`src/lsw_timer_defs.svh`:
```
/*
  Constants of the long span timer: prescaler sizes, function codes.
  Assumes inclusion by bare name from the package and design files.
*/
`ifndef LSW_TIMER_DEFS_SVH
`define LSW_TIMER_DEFS_SVH
`define LSW_CNT_W 24
`define LSW_AR_W 16
`define LSW_PRE1_DIV 16
`define LSW_PRE2_DIV 2048
`define LSW_FUNC_W 3
`define LSW_FN_FLAG 3'h1
`define LSW_FN_SLEEP 3'h2
`define LSW_FN_SLEEP_WAKE 3'h3
`define LSW_FN_WAKE 3'h4
`define LSW_FN_OVF 3'h5
`endif

```
`src/lsw_timer_pkg.sv`:
```
/*
  Types of the long span timer.
  Assumes lsw_timer_defs.svh is on the include path.
*/
`include "lsw_timer_defs.svh"
package lsw_timer_pkg;
  typedef enum logic [2:0] {
    LSW_IDLE,
    LSW_AFTER_RUN,
    LSW_WAIT_LP,
    LSW_WAKE_RUN,
    LSW_STOPPED
  } lsw_state_t;
endpackage

```
`src/lsw_prescaler.sv`:
```
/*
  Two-stage prescaler: first stage divides the oscillator tick by DIV1,
  the second by DIV2 unless bypassed for calibration.
  Assumes i_osc_tick is a one-cycle pulse on i_clock.
*/
`timescale 1ns/1ps
`include "lsw_timer_defs.svh"
module lsw_prescaler #(
  parameter int DIV1 = `LSW_PRE1_DIV,
  parameter int DIV2 = `LSW_PRE2_DIV
) (
  input wire logic i_clock,
  input wire logic i_rst_n,
  input wire logic i_clear,
  input wire logic i_osc_tick,
  input wire logic i_bypass2,
  output logic o_tick
);
  localparam int W1 = $clog2(DIV1);
  localparam int W2 = $clog2(DIV2);
  localparam logic [W1-1:0] LAST1 = W1'(DIV1 - 1);
  localparam logic [W2-1:0] LAST2 = W2'(DIV2 - 1);
  logic [W1-1:0] stage1;
  logic [W2-1:0] stage2;
  wire end1 = i_osc_tick && (stage1 == LAST1);
  wire end2 = end1 && (stage2 == LAST2);
  wire next_tick = i_bypass2 ? end1 : end2;
  always_ff @(posedge i_clock or negedge i_rst_n) begin
    if (!i_rst_n) begin
      stage1 <= '0;
      stage2 <= '0;
      o_tick <= 1'b0;
    end else begin
      o_tick <= next_tick && !i_clear;
      if (i_clear) begin
        stage1 <= '0;
        stage2 <= '0;
      end else begin
        if (i_osc_tick) stage1 <= end1 ? '0 : stage1 + 1'b1;
        if (end1) stage2 <= end2 ? '0 : stage2 + 1'b1;
      end
    end
  end
endmodule

```
`src/lsw_timer.sv`:
```
/*
  Long span timer: an oscillator-driven 24-bit counter with five
  functions for after-run and wake-up in low-power mode.
  Assumes the power-mode controller acts on the request outputs and
  reports low-power state on i_low_power; the host writes the ports.
*/
`timescale 1ns/1ps
`include "lsw_timer_defs.svh"
module lsw_timer #(
  parameter int CNT_W = `LSW_CNT_W,
  parameter int AR_W = `LSW_AR_W
) (
  input wire logic i_clock,
  input wire logic i_rst_n,
  input wire logic i_osc_clk,
  input wire logic i_timer_run_enable,
  input wire logic [`LSW_FUNC_W-1:0] i_function,
  input wire logic i_calibration,
  input wire logic [AR_W-1:0] i_after_run_value,
  input wire logic i_after_run_load,
  input wire logic [CNT_W-1:0] i_wake_up_value,
  input wire logic i_wake_up_load,
  input wire logic i_low_power,
  input wire logic i_flag_clear,
  output logic [AR_W-1:0] o_after_run_value,
  output logic [CNT_W-1:0] o_wake_up_value,
  output logic [CNT_W-1:0] o_count,
  output logic o_end_of_count,
  output logic o_count_overflow,
  output logic o_after_run_flag,
  output logic o_low_power_request,
  output logic o_wake_up_request,
  output logic o_running
);
  ////////////////////////////////////////////////////////////////////////
  // Oscillator and low-power input synchronisers
  logic osc_s1, osc_s2, osc_s3;
  logic lp_s1, lp_s2;
  always_ff @(posedge i_clock or negedge i_rst_n) begin
    if (!i_rst_n) begin
      osc_s1 <= 1'b0;
      osc_s2 <= 1'b0;
      osc_s3 <= 1'b0;
      lp_s1 <= 1'b0;
      lp_s2 <= 1'b0;
    end else begin
      osc_s1 <= i_osc_clk;
      osc_s2 <= osc_s1;
      osc_s3 <= osc_s2;
      lp_s1 <= i_low_power;
      lp_s2 <= lp_s1;
    end
  end
  // Rising edge of the 32768 Hz oscillator, one cycle per period
  wire osc_tick = osc_s2 && !osc_s3;
  wire low_power = lp_s2;

  ////////////////////////////////////////////////////////////////////////
  // Compare values, held and read back by the host
  always_ff @(posedge i_clock or negedge i_rst_n) begin
    if (!i_rst_n) begin
      o_after_run_value <= '0;
      o_wake_up_value <= '0;
    end else begin
      if (i_after_run_load) o_after_run_value <= i_after_run_value;
      if (i_wake_up_load) o_wake_up_value <= i_wake_up_value;
    end
  end

  ////////////////////////////////////////////////////////////////////////
  // Function decode
  lsw_timer_pkg::lsw_state_t state, next_state;
  wire fn_flag = i_function == `LSW_FN_FLAG;
  wire fn_sleep = i_function == `LSW_FN_SLEEP;
  wire fn_sw = i_function == `LSW_FN_SLEEP_WAKE;
  wire fn_wake = i_function == `LSW_FN_WAKE;
  wire fn_ovf = i_function == `LSW_FN_OVF;
  wire fn_after_run = fn_flag || fn_sleep || fn_sw;
  wire fn_lp = fn_wake || fn_ovf;

  logic [CNT_W-1:0] count;
  logic pre_tick;
  wire counting = (state == lsw_timer_pkg::LSW_AFTER_RUN) ||
                  (state == lsw_timer_pkg::LSW_WAKE_RUN);
  // Dropping enable zeroes the count at once, not a cycle after idle
  wire restart = state == lsw_timer_pkg::LSW_IDLE ||
                 state == lsw_timer_pkg::LSW_WAIT_LP ||
                 !i_timer_run_enable;

  // Calibration skips the second stage; prescaler is held clear off-run
  lsw_prescaler #(
    .DIV1(`LSW_PRE1_DIV),
    .DIV2(`LSW_PRE2_DIV)
  ) u_prescaler (
    .i_clock(i_clock),
    .i_rst_n(i_rst_n),
    .i_clear(!counting),
    .i_osc_tick(osc_tick),
    .i_bypass2(i_calibration),
    .o_tick(pre_tick)
  );

  ////////////////////////////////////////////////////////////////////////
  // End-of-count detection by equality
  wire [CNT_W-1:0] ar_ext = {{(CNT_W-AR_W){1'b0}}, o_after_run_value};
  wire ar_hit = count == ar_ext;
  wire wu_hit = count == o_wake_up_value;
  wire ovf_hit = &count;
  wire in_ar = state == lsw_timer_pkg::LSW_AFTER_RUN;
  wire in_wu = state == lsw_timer_pkg::LSW_WAKE_RUN;
  wire ar_end = in_ar && ar_hit;
  wire wu_end = in_wu && (fn_ovf ? ovf_hit : wu_hit);

  ////////////////////////////////////////////////////////////////////////
  // Sequencer; clearing enable always returns to idle
  always_comb begin
    next_state = state;
    case (state)
      lsw_timer_pkg::LSW_IDLE: begin
        if (i_timer_run_enable) begin
          if (fn_after_run) next_state = lsw_timer_pkg::LSW_AFTER_RUN;
          else if (fn_lp) next_state = lsw_timer_pkg::LSW_WAIT_LP;
        end
      end
      lsw_timer_pkg::LSW_AFTER_RUN: begin
        if (ar_end) begin
          if (fn_sw) next_state = lsw_timer_pkg::LSW_WAIT_LP;
          else next_state = lsw_timer_pkg::LSW_STOPPED;
        end
      end
      lsw_timer_pkg::LSW_WAIT_LP: begin
        // Wake-up count starts on entering low power
        if (low_power) next_state = lsw_timer_pkg::LSW_WAKE_RUN;
      end
      lsw_timer_pkg::LSW_WAKE_RUN: begin
        // Function 4 counts only while asleep; function 5 keeps on
        // through a wake-up from another source
        if (wu_end) next_state = lsw_timer_pkg::LSW_STOPPED;
      end
      lsw_timer_pkg::LSW_STOPPED: next_state = state;
      default: next_state = lsw_timer_pkg::LSW_IDLE;
    endcase
    if (!i_timer_run_enable) next_state = lsw_timer_pkg::LSW_IDLE;
  end

  // Function 4 pauses while awake; other wake functions run regardless
  wire step = pre_tick && !ar_end && !wu_end &&
              !(in_wu && fn_wake && !low_power);
  wire [CNT_W-1:0] next_count = restart ? '0 :
                                step ? count + 1'b1 : count;

  always_ff @(posedge i_clock or negedge i_rst_n) begin
    if (!i_rst_n) begin
      state <= lsw_timer_pkg::LSW_IDLE;
      count <= '0;
    end else begin
      state <= next_state;
      count <= next_count;
    end
  end

  ////////////////////////////////////////////////////////////////////////
  // Requests and status; a new end event wins over a host clear
  logic ar_flag, lp_req, wu_req, eoc, ovf;
  wire set_ovf = wu_end && fn_ovf;
  always_ff @(posedge i_clock or negedge i_rst_n) begin
    if (!i_rst_n) begin
      ar_flag <= 1'b0;
      lp_req <= 1'b0;
      wu_req <= 1'b0;
      eoc <= 1'b0;
      ovf <= 1'b0;
      o_count <= '0;
    end else begin
      ar_flag <= (ar_end && fn_flag) || (ar_flag && !i_flag_clear);
      lp_req <= (ar_end && !fn_flag) ||
                (lp_req && !i_flag_clear);
      wu_req <= wu_end || (wu_req && !i_flag_clear);
      eoc <= ar_end || wu_end || (eoc && !i_flag_clear);
      ovf <= set_ovf || (ovf && !i_flag_clear);
      o_count <= next_count;
    end
  end
  assign o_after_run_flag = ar_flag;
  assign o_low_power_request = lp_req;
  assign o_wake_up_request = wu_req;
  assign o_end_of_count = eoc;
  assign o_count_overflow = ovf;
  assign o_running = counting;
endmodule

```
`config.mk`:
```
export PLATFORM = sky130hd
export DESIGN_NAME = lsw_timer
export DESIGN_NICKNAME = d
export VERILOG_FILES = /design/src/lsw_timer_pkg.sv /design/src/lsw_prescaler.sv /design/src/lsw_timer.sv
export VERILOG_INCLUDE_DIRS = /design/src
export SDC_FILE = /design/constraint.sdc
export NUM_CORES = 1
export LEC_CHECK = 0
export ABC_AREA = 1
export BUFFER_PORTS_ARGS = -buffer_cell sky130_fd_sc_hd__buf_2
export CORE_ASPECT_RATIO = 1.75
export CORE_UTILIZATION = 49
export CTS_CLUSTER_SIZE = 30
export DETAILED_ROUTE_END_ITERATION = 10
export PLACE_DENSITY = 0.77
export RECOVER_POWER = 100
export SKIP_CTS_REPAIR_TIMING = 1
export SLEW_MARGIN = 5
export SYNTH_ARGS = -nofsm -noshare
export SYNTH_HDL_FRONTEND = slang
export SYNTH_SLANG_ARGS = --single-unit
```
`constraint.sdc`:
```
create_clock -name i_clock -period 1.8 [get_ports i_clock]
set_input_delay 0.36 -clock i_clock [delete_from_list [all_inputs] [get_ports i_clock]]
set_output_delay 0.36 -clock i_clock [all_outputs]
set_load 0.01 [all_outputs]
```
==> results of run 1 <==
==> routing by layer <==
metal / global-route usage, % / vias up / share of wire, %
li1: - / 2563 / -
met5: 0 / - / 0
met4: 13.8 / 0 / 4.7
met1: 32.8 / 2608 / 37
met2: 54.3 / 206 / 54
met3: 3.63 / 57 / 4.4
==> sequential cells by signal, indices dropped and copies added, names as in the netlist <==
signal,flops
osc_s3,1
o_count,24
o_wake_up_value,24
o_count_overflow,1
osc_s1,1
o_after_run_flag,1
o_low_power_request,1
state,3
osc_s2,1
o_wake_up_request,1
u_prescaler.stage2,11
lp_s1,1
u_prescaler.stage1,4
low_power,1
o_end_of_count,1
o_after_run_value,16
u_prescaler.o_tick,1
==> final timing paths <==
check,end,slack (ps),cells past startpoint
setup / recovery,o_count[23],-190,15
setup reg to reg,o_count[23],-190,15
max in group asynchronous,o_count[7],500,2
hold reg to reg,low_power,350,0
min in group asynchronous,lp_s1,140,1
hold / removal,lp_s1,120,1
==> report_power, final <==
part | total, mW | switching, mW | leakage, nW | internal, mW
Sequential | 2.37 | 0.146 | 1.19 | 2.22
Combinational | 1.40 | 0.878 | 2.21 | 0.524
Clock | 1.99 | 0.797 | 0.152 | 1.19
Total | 5.76 | 1.82 | 3.55 | 3.94
==> cells by family (layout without fill, tap and decap cells) <==
logic type,Yosys count,count (layout)
multiplexers,18,18
flip-flops,93,93
XOR/XNOR,34,34
AO/OA/AOI/OAI,54,54
buffers and inverters,106,326
adder cells (fa/ha/maj),3,3
AND/OR/NAND/NOR,362,364
==> metrics by stage <==
| step | hold slack, ps | instance area, um2 | instances |
|---|---|---|---|
| global route | 118 | 7200 | 1019 |
| floorplan | 64.4 | 5220 | 670 |
| global placement | 340 | 6570 | 983 |
| CTS | -7.87 | 6880 | 999 |
| finish | 125 | 7200 | 1019 |
| detailed placement | 339 | 6570 | 983 |
==> synth_stat cells, types with 2 or more instances <==
master,number
o211ai_1,2
or2_2,3
a211oi_1,2
nand2_1,186
buf_6,2
nor4_1,2
inv_1,63
a21oi_1,9
nor3_1,20
o21ai_0,30
buf_2,9
nor2_1,78
xor2_1,17
buf_4,3
nand3_1,46
dfrtp_1,93
nor2_4,3
nand2_4,2
nand2_2,3
mux2_2,18
xnor2_1,17
a31oi_1,3
ha_1,3
o22ai_1,3
o21a_1,2
nand3_2,3
nand4_1,11
inv_2,15
buf_1,2
clkbuf_1,11
==> final cells by class <==
type | instances | area [um2] | share of cell area (%)
clock buffers | 13 | 270 | 3.75
clock inverters | 3 | 42.5 | 0.591
inverters | 79 | 303 | 4.21
multi-input cells | 473 | 2620 | 36.4
flip-flops and latches | 93 | 2340 | 32.5
well taps | 127 | 159 | 2.21
repair buffers | 231 | 1470 | 20.4
==> worst register-to-register path, cell delays in order (launching register included) <==
cell and delay (ps):
dfrtp_2 410, ha_4 160, nand2_4 60, inv_4 60, nand3_4 70, nor2_4 140, nand2_4 80, nor2_4 140
nand3_2 110, nand2_2 100, nand2_4 60, nand3_4 130, buf_4 150, clkbuf_16 130, nand3_1 60, nand2_1 80
==> impl_metrics.toml, run 1 <==
[status]
outcome = "finished, violations left"
violations = "setup timing"

[worst_setup_path]
path_cells = "ha_4, nand2_4, inv_4, nand3_4, nor2_4, nand2_4, nor2_4, nand3_2, nand2_2, nand2_4, nand3_4, buf_4, clkbuf_16, nand3_1, nand2_1"
arrival_ps = 2270
slowest_stage = "dfrtp_2"
crit_buf_inv = 3
path_delay_family = "simple AND/OR/NAND/NOR gates"
rr_startpoint = "o_count[1]"
cp-end-kind = "flop"
slowest_delay_ps = 410
worst_ep_required_time_ps = 2080
cp-start-kind = "flop"
path_common_cell = "nand2_4"
crit_start = "o_count[1]"
crit_type = "flop to flop"
cp_max_fo = 7

[sta]
hold_viol = 0
setup_viol = 26
slew_violations = 0
rsz0062_at_grt = "yes"
worst_slew_pin_slew_ps = 1390
setup_ws_ps = -188
max_freq_mhz = 503
min_period_over_period_pct = 110
slew_headroom_pct = 7.14
finalSetupTns_ps = -3780
period_minus_slack_ps = 1990
finalClockSkew_ps = 8.88

[synthesis]
synth-async-reset-ratio_pct = 100
synth_top_area_share_pct = 44.9
synth_simple_gate_area_share_pct = 30.5
synth_xor_area_share_pct = 5.74
synth_top_area_cell = "dfrtp_1"
ys_ff_latch = 93
ys_seq_area_share_pct = 44.9
synthesis.nets = 725
netlist_area_um2 = 5190
synth_warnings = 0
synth_adder_area_share_pct = 0.724
synth_area_leaders = "dfrtp_1, nand2_1, nor2_1, inv_1, nand3_1"
muxShareOfSynthArea_pct = 3.91
synth-compound-area-share_pct = 5.86
synth_edf_count = 0
synth.avg_cell_area_um2 = 7.74
ys.flop_type = "dfrtp_1"
netlist_instances = 670
synth.distinct_cells = 39
synth_top_family_by_area = "simple AND/OR/NAND/NOR gates"

[power_and_ir_drop]
power_mw = 5.76
power.static_leakage_nw = 3.55
vdd_drop_max_mv = 0.616
pwr_density_cell_nw_per_um2 = 800

[drt]
via_per_inst = 5.33
drcViolationCount = 0
drtPass1Iterations = 5
wl_um = 16600
ant_nets = 0
wire_per_inst_um = 16.3
drt_iter0_drc = 297
num_vias = 5434

[placement]
routabilityCongestion = 0.988
dpl_worst_slack_ps = -202
dp.final_hpwl_um = 12300
io_buffer_count = 121

[hold_path]
min_path_type = "primary input to flop"
min_from = "i_low_power"

[cells_and_area]
nNetsFinal = 942
final_core_util_pct = 69.9
antenna_cells = 0
final_common_cell = "nand2_1"
fillers = 853
synthToLayoutAreaGrowth_pct = 38.8
final_cell_mix = "nand2_1, buf_4, dfrtp_1, buf_2, nor2_1"
drive_gt1_share_pct = 33.0

[floorplan]
die-area_um2 = 11000
ioPinCount = 122
die_x_um = 79.8
row_count = 49
core_area_um2 = 10300
die_h_um = 138
initial_core_util_pct = 50.4

[cts]
cts_tree = "done"
cts_made_buffers = 9
cts_buffer_depth = 2
clock-root-buffer = "clkbuf_16"
clk_latency_ps = 340
cts_sinks = 93
cts_htree_levels = 3
cts.reportedPaths.clkPinSlew_ps = 70

[global_routing]
grt_antenna_before_repair = 0
grt_max_degree = 40
grt_overflow = 0
grt_pass1_vias = 5197
grt_usage_pct = 29.6
grt_pass1_wl_um = 25000

[flow_run]
cap_viol_max_count = 0
(Power assumes the default switching activity.)
==> inputs of run 2 (changes only) <==
- MAX_ROUTING_LAYER: unset -> met4
==> run 2 against run 1 <==
Net effect: the flow still finishes with violations (setup timing); cell area is 1.8% lower; non-clock buffer count shrank 7; final cell count is 0.88% lower; critical path depth decreased by 1; clock skew fell by 2.2 ps; first-iteration DRC count is 48% higher; total power decreased by 2.4%; highest routed layer unchanged.
==> impl_metrics.toml, run 2 (synthesis results as in run 1) <==
[cts]
cts_htree_levels = 3
cts.reportedPaths.clkPinSlew_ps = 70
cts_tree = "done"
cts_sinks = 93
clock-root-buffer = "clkbuf_16"
clk_latency_ps = 350
cts_made_buffers = 9
cts_buffer_depth = 2

[status]
outcome = "finished, violations left"
violations = "setup timing"

[global_routing]
grt_pass1_wl_um = 26200
grt_pass1_vias = 5293
grt_usage_pct = 32.5
grt_max_degree = 44
grt_antenna_before_repair = 0
grt_overflow = 0

[sta]
setup_viol = 26
setup_ws_ps = -173
worst_slew_pin_slew_ps = 1360
period_minus_slack_ps = 1970
holdWs_ps = 116
slew_headroom_pct = 9.48
finalClockSkew_ps = 6.70
slew_violations = 0
max_freq_mhz = 507
hold_viol = 0
rsz0062_at_grt = "yes"
min_period_over_period_pct = 110

[worst_setup_path]
slowest_stage = "dfrtp_2"
slowest_delay_ps = 410
cp-start-kind = "flop"
path_depth = 14
cp_max_fo = 12
arrival_ps = 2210
rr_worst_depth = 14
crit_buf_inv = 1
worst_ep_required_time_ps = 2040
path_common_cell = "nand2_4"
path_delay_family = "simple AND/OR/NAND/NOR gates"
path_cells = "ha_4, nand2_4, inv_4, nand3_4, nor2_4, nand2_4, nor2_4, nand3_2, nand2_2, nand2_4, nand3_4, nand2_4, nand2_1, nand2_1"
cp-end-kind = "flop"
crit_type = "flop to flop"

[drt]
via_per_inst = 5.40
drtPass1Iterations = 5
ant_nets = 0
num_vias = 5455
wl_um = 17100
wire_per_inst_um = 16.9
drcViolationCount = 0
drt_iter0_drc = 441

[power_and_ir_drop]
power_switching_mw = 1.84
pwr_density_cell_nw_per_um2 = 795
pwr-share-seq_pct = 42.3
power.static_leakage_nw = 3.48
clockPowerShare_pct = 33.3
p_int_mw = 3.79
swShare_pct = 32.7
vdd_drop_max_mv = 0.650
comb_power_share_pct = 24.4

[cells_and_area]
final_area_um2 = 7070
synthToLayoutAreaGrowth_pct = 36.3
final_core_util_pct = 68.6
reg.largest.list = "o_count x24, o_wake_up_value x24, o_after_run_value x16"
antenna_cells = 0
nNetsFinal = 934
fillers = 889
drive_gt1_share_pct = 31.7
final_cell_mix = "nand2_1, buf_4, dfrtp_1, nor2_1, buf_2"
final_common_cell = "nand2_1"

[floorplan]
die_h_um = 138
initial_core_util_pct = 50.4
ioPinCount = 122
die_x_um = 79.8
core_area_um2 = 10300
row_count = 49
die-area_um2 = 11000

[placement]
dp.final_hpwl_um = 12500
placed_cell_area_um2 = 6530
routabilityCongestion = 0.992
io_buffer_count = 121

[hold_path]
min_delay_path_depth = 1
min_path_type = "primary input to flop"

[flow_run]
cap_viol_max_count = 0
run 2: cell types whose count changed in the layout (fill, tap and decap cells not counted), moves of 2 or more:
cell | before | now
nand2_2 | 16 | 9
nand3_1 | 43 | 39
nor3_1 | 18 | 16
nor3_2 | 1 | 3
buf_2 | 71 | 69
buf_12 | 4 | 1
clkbuf_1 | 51 | 53
clkbuf_8 | 3 | 0
or2_2 | 3 | 1
nand2_1 | 169 | 177
buf_4 | 96 | 92
nand3_2 | 5 | 9
or2_4 | 0 | 2
run 2: cell type report:
type	instances	area, um2	share of cell area (%)
clock buffer	11	233	3.29
clock inverter	4	50.0	0.708
inverter	79	300	4.25
multi-input combinational	472	2610	36.9
sequential	93	2340	33.1
tap	127	159	2.25
timing repair buffer	224	1380	19.5
run 2: worst paths after layout:
path	start	endpoint	slack [ps]
setup / recovery	o_count[0]	o_count[0]	-170
setup reg to reg	o_count[0]	o_count[0]	-170
min in group asynchronous	i_rst_n	lp_s1	580
hold reg to reg	lp_s1	low_power	350
max in group asynchronous	i_rst_n	o_count[4]	190
hold / removal	i_low_power	lp_s1	120
run 2: metal layers:
| layer | part of all wire (%) | vias up | global-route usage [%] |
|---|---|---|---|
| met2 | 55 | 220 | 57.0 |
| li1 | - | 2553 | - |
| met5 | 0 | - | - |
| met4 | 4.7 | 0 | 15.1 |
| met1 | 36 | 2624 | 34.6 |
| met3 | 4.3 | 58 | 5.35 |
run 2: power by group through the flow:
stage	Sequential [mW]	Combinational (mW)	Clock, mW
4_1_cts	2.38	1.28	1.89
5_1_grt	2.39	1.50	1.98
3_5_place_dp	2.41	1.27	0
6_report	2.38	1.37	1.87
3_3_place_gp	2.41	1.24	0
2_1_floorplan	2.43	0.664	0
run 2: through the flow:
stage          instances  setup TNS [ps]  power, mW  setup slack (ps)
6_report            1010           -3720       5.62              -173
5_1_grt             1010           -6940       5.87              -273
4_1_cts              995           -6900       5.55              -315
3_5_place_dp         980           -6540       3.69              -299
3_3_place_gp         980           -6160       3.65              -247
2_1_floorplan        670            -654       3.10             -33.2
==> inputs of run 3 (changes only) <==
==> constraint.sdc (replaced) <==
create_clock -name i_clock -period 1.8 [get_ports i_clock]
set_input_delay 0.18 -clock i_clock [delete_from_list [all_inputs] [get_ports i_clock]]
set_output_delay 0.18 -clock i_clock [all_outputs]
set_load 0.01 [all_outputs]
==> run 3 against run 2 <==
Net effect: via count decreased by 3.3%; global-route usage decreased by 0.11 points; sequential share of layout area increased by 0.80 points; first-iteration DRC count decreased by 27%; wire length decreased by 2.8%; the run still ends with setup timing left; critical endpoint is now o_count[23]; count of clock-buffer cells in the layout increased by 1; clock power increased by 12%; hold slack got worse by 68 ps; largest power group unchanged; critical path depth decreased by 4; final cell count decreased by 1.1%; non-clock buffer count decreased by 10.
==> impl_metrics.toml, run 3 (synthesis results as in run 1) <==
[status]
outcome = "finished, violations left"
violations = "setup timing"

[global_routing]
grt_pass1_vias = 5336
use_met3_pct = 3.50
grt_pass1_wl_um = 26200
top_usage_layer = "met2"
grt_antenna_before_repair = 0
grtUsageMet1_pct = 34.1
grt_usage_pct = 32.4
grt_max_degree = 76
use_met2_pct = 57.2
grt_overflow = 0

[power_and_ir_drop]
vdd_drop_max_mv = 0.704
pwr_density_cell_nw_per_um2 = 835
power.static_leakage_nw = 3.38

[sta]
slew_violations = 0
worst_slew_pin_slew_ps = 1460
setup_viol = 27
min_period_over_period_pct = 111
period_minus_slack_ps = 1990
finalClockSkew_ps = 7.76
setup_ws_ps = -192
rsz0062_at_grt = "yes"
hold_viol = 0
max_freq_mhz = 502
slew_headroom_pct = 2.97

[worst_setup_path]
crit_buf_inv = 2
slowest_stage = "dfrtp_1"
crit_type = "flop to flop"
arrival_ps = 2230
cp_max_fo = 5
cp-end-kind = "flop"
reg2reg_setup_slack_ps = -190
path_delay_family = "simple AND/OR/NAND/NOR gates"
rr_worst_depth = 10
path_common_cell = "nand2_1"
worst_ep_required_time_ps = 2040
path_cells = "nand2_1, nor3_4, buf_4, nand4_1, nor3_2, buf_4, xor2_1, nor2_1, nand2_1, nand2_1"
r2r-end = "o_count[23]"
cp-start-kind = "flop"
slowest_delay_ps = 510
rr_startpoint = "o_count[15]"

[floorplan]
initial_core_util_pct = 50.4
ioPinCount = 122
core_area_um2 = 10300
die-area_um2 = 11000
die_x_um = 79.8
die_h_um = 138
row_count = 49

[cells_and_area]
final_area_um2 = 6900
final_cell_mix = "nand2_1, dfrtp_1, buf_4, nor2_1, buf_2"
final_cells = 999
final_common_cell = "nand2_1"
synthToLayoutAreaGrowth_pct = 33.0
reg.largest.list = "o_count x24, o_wake_up_value x24, o_after_run_value x16"
drive_gt1_share_pct = 28.0
fillers = 919
nNetsFinal = 923
final_core_util_pct = 66.9
antenna_cells = 0

[drt]
wire_per_inst_um = 16.6
via_per_inst = 5.28
drcViolationCount = 0
num_vias = 5273
drt_iter0_drc = 320
wl_um = 16600
ant_nets = 0
drtPass1Iterations = 5

[hold_path]
worstHoldEndpoint = "o_after_run_value[4]"
min_delay_path_depth = 3
min_path_type = "primary input to flop"
min_from = "i_after_run_value[4]"

[placement]
placed_cell_area_um2 = 6470
dp_cells = 974
routabilityCongestion = 1.00
io_buffer_count = 121
dpl_worst_slack_ps = -283
dp.final_hpwl_um = 12500

[cts]
clock-root-buffer = "clkbuf_16"
cts_buffer_depth = 2
cts_htree_levels = 3
cts_tree = "done"
clk_latency_ps = 340
cts.reportedPaths.clkPinSlew_ps = 70
cts_made_buffers = 9
cts_sinks = 93

[flow_run]
cap_viol_max_count = 0
## run 3: cell types whose count changed in the layout (fill, tap and decap cells not counted), moves of 3 or more
cell,delta
buf_4,-16
nand3_1,+6
nand3_2,-6
clkbuf_1,+4
nand2_1,+4
nor2_1,+4
nor2_2,-4
clkbuf_4,+3
nand2_4,-3
## run 3: routing by layer
layer  wire length [um]  share of wire, %
met5                  0                 0
met4                801               4.8
met3                637               3.8
met2               9080                55
met1               6080                37
## run 3: final cells by class
class                   instances  area (um2)  share of cell area [%]
clock buffers                  12         256                    3.72
clock inverters                 3        68.8                   0.998
inverters                      79         298                    4.32
multi-input cells             471        2530                    36.7
flip-flops and latches         93        2340                    33.9
well taps                     127         159                    2.30
repair buffers                214        1250                    18.1
## run 3: worst reg2reg max path, cell delays in order, from the launching register on
cell	delay, ps
dfrtp_1	510
nand2_1	170
nor3_4	150
buf_4	150
nand4_1	130
nor3_2	250
buf_4	170
xor2_1	160
nor2_1	70
nand2_1	80
nand2_1	50
## run 3: worst max-delay path by stage
stage,from,to,depth (start not counted)
after detailed placement,o_count[4],o_count[23],11
after global routing,o_count[12],o_count[23],10
after floorplan,o_count[0],o_count[16],15
final,o_count[15],o_count[23],10
after global placement,o_count[4],o_count[23],11
after CTS,o_count[4],o_count[23],11
## run 3: power breakdown
group	switching (mW)	total (mW)	internal, mW
Clock	0.802	2.09	1.29
Combinational	0.835	1.29	0.457
Sequential	0.147	2.37	2.22
## run 3: metrics by stage
step | hold slack (ps) | power [mW] | TNS (ps)
detailed placement | 77.6 | 3.65 | -6550
floorplan | -116 | 3.10 | -654
CTS | -286 | 5.73 | -7320
finish | 47.2 | 5.75 | -3300
global placement | 66.7 | 3.63 | -5100
global route | 56.8 | 5.99 | -7310
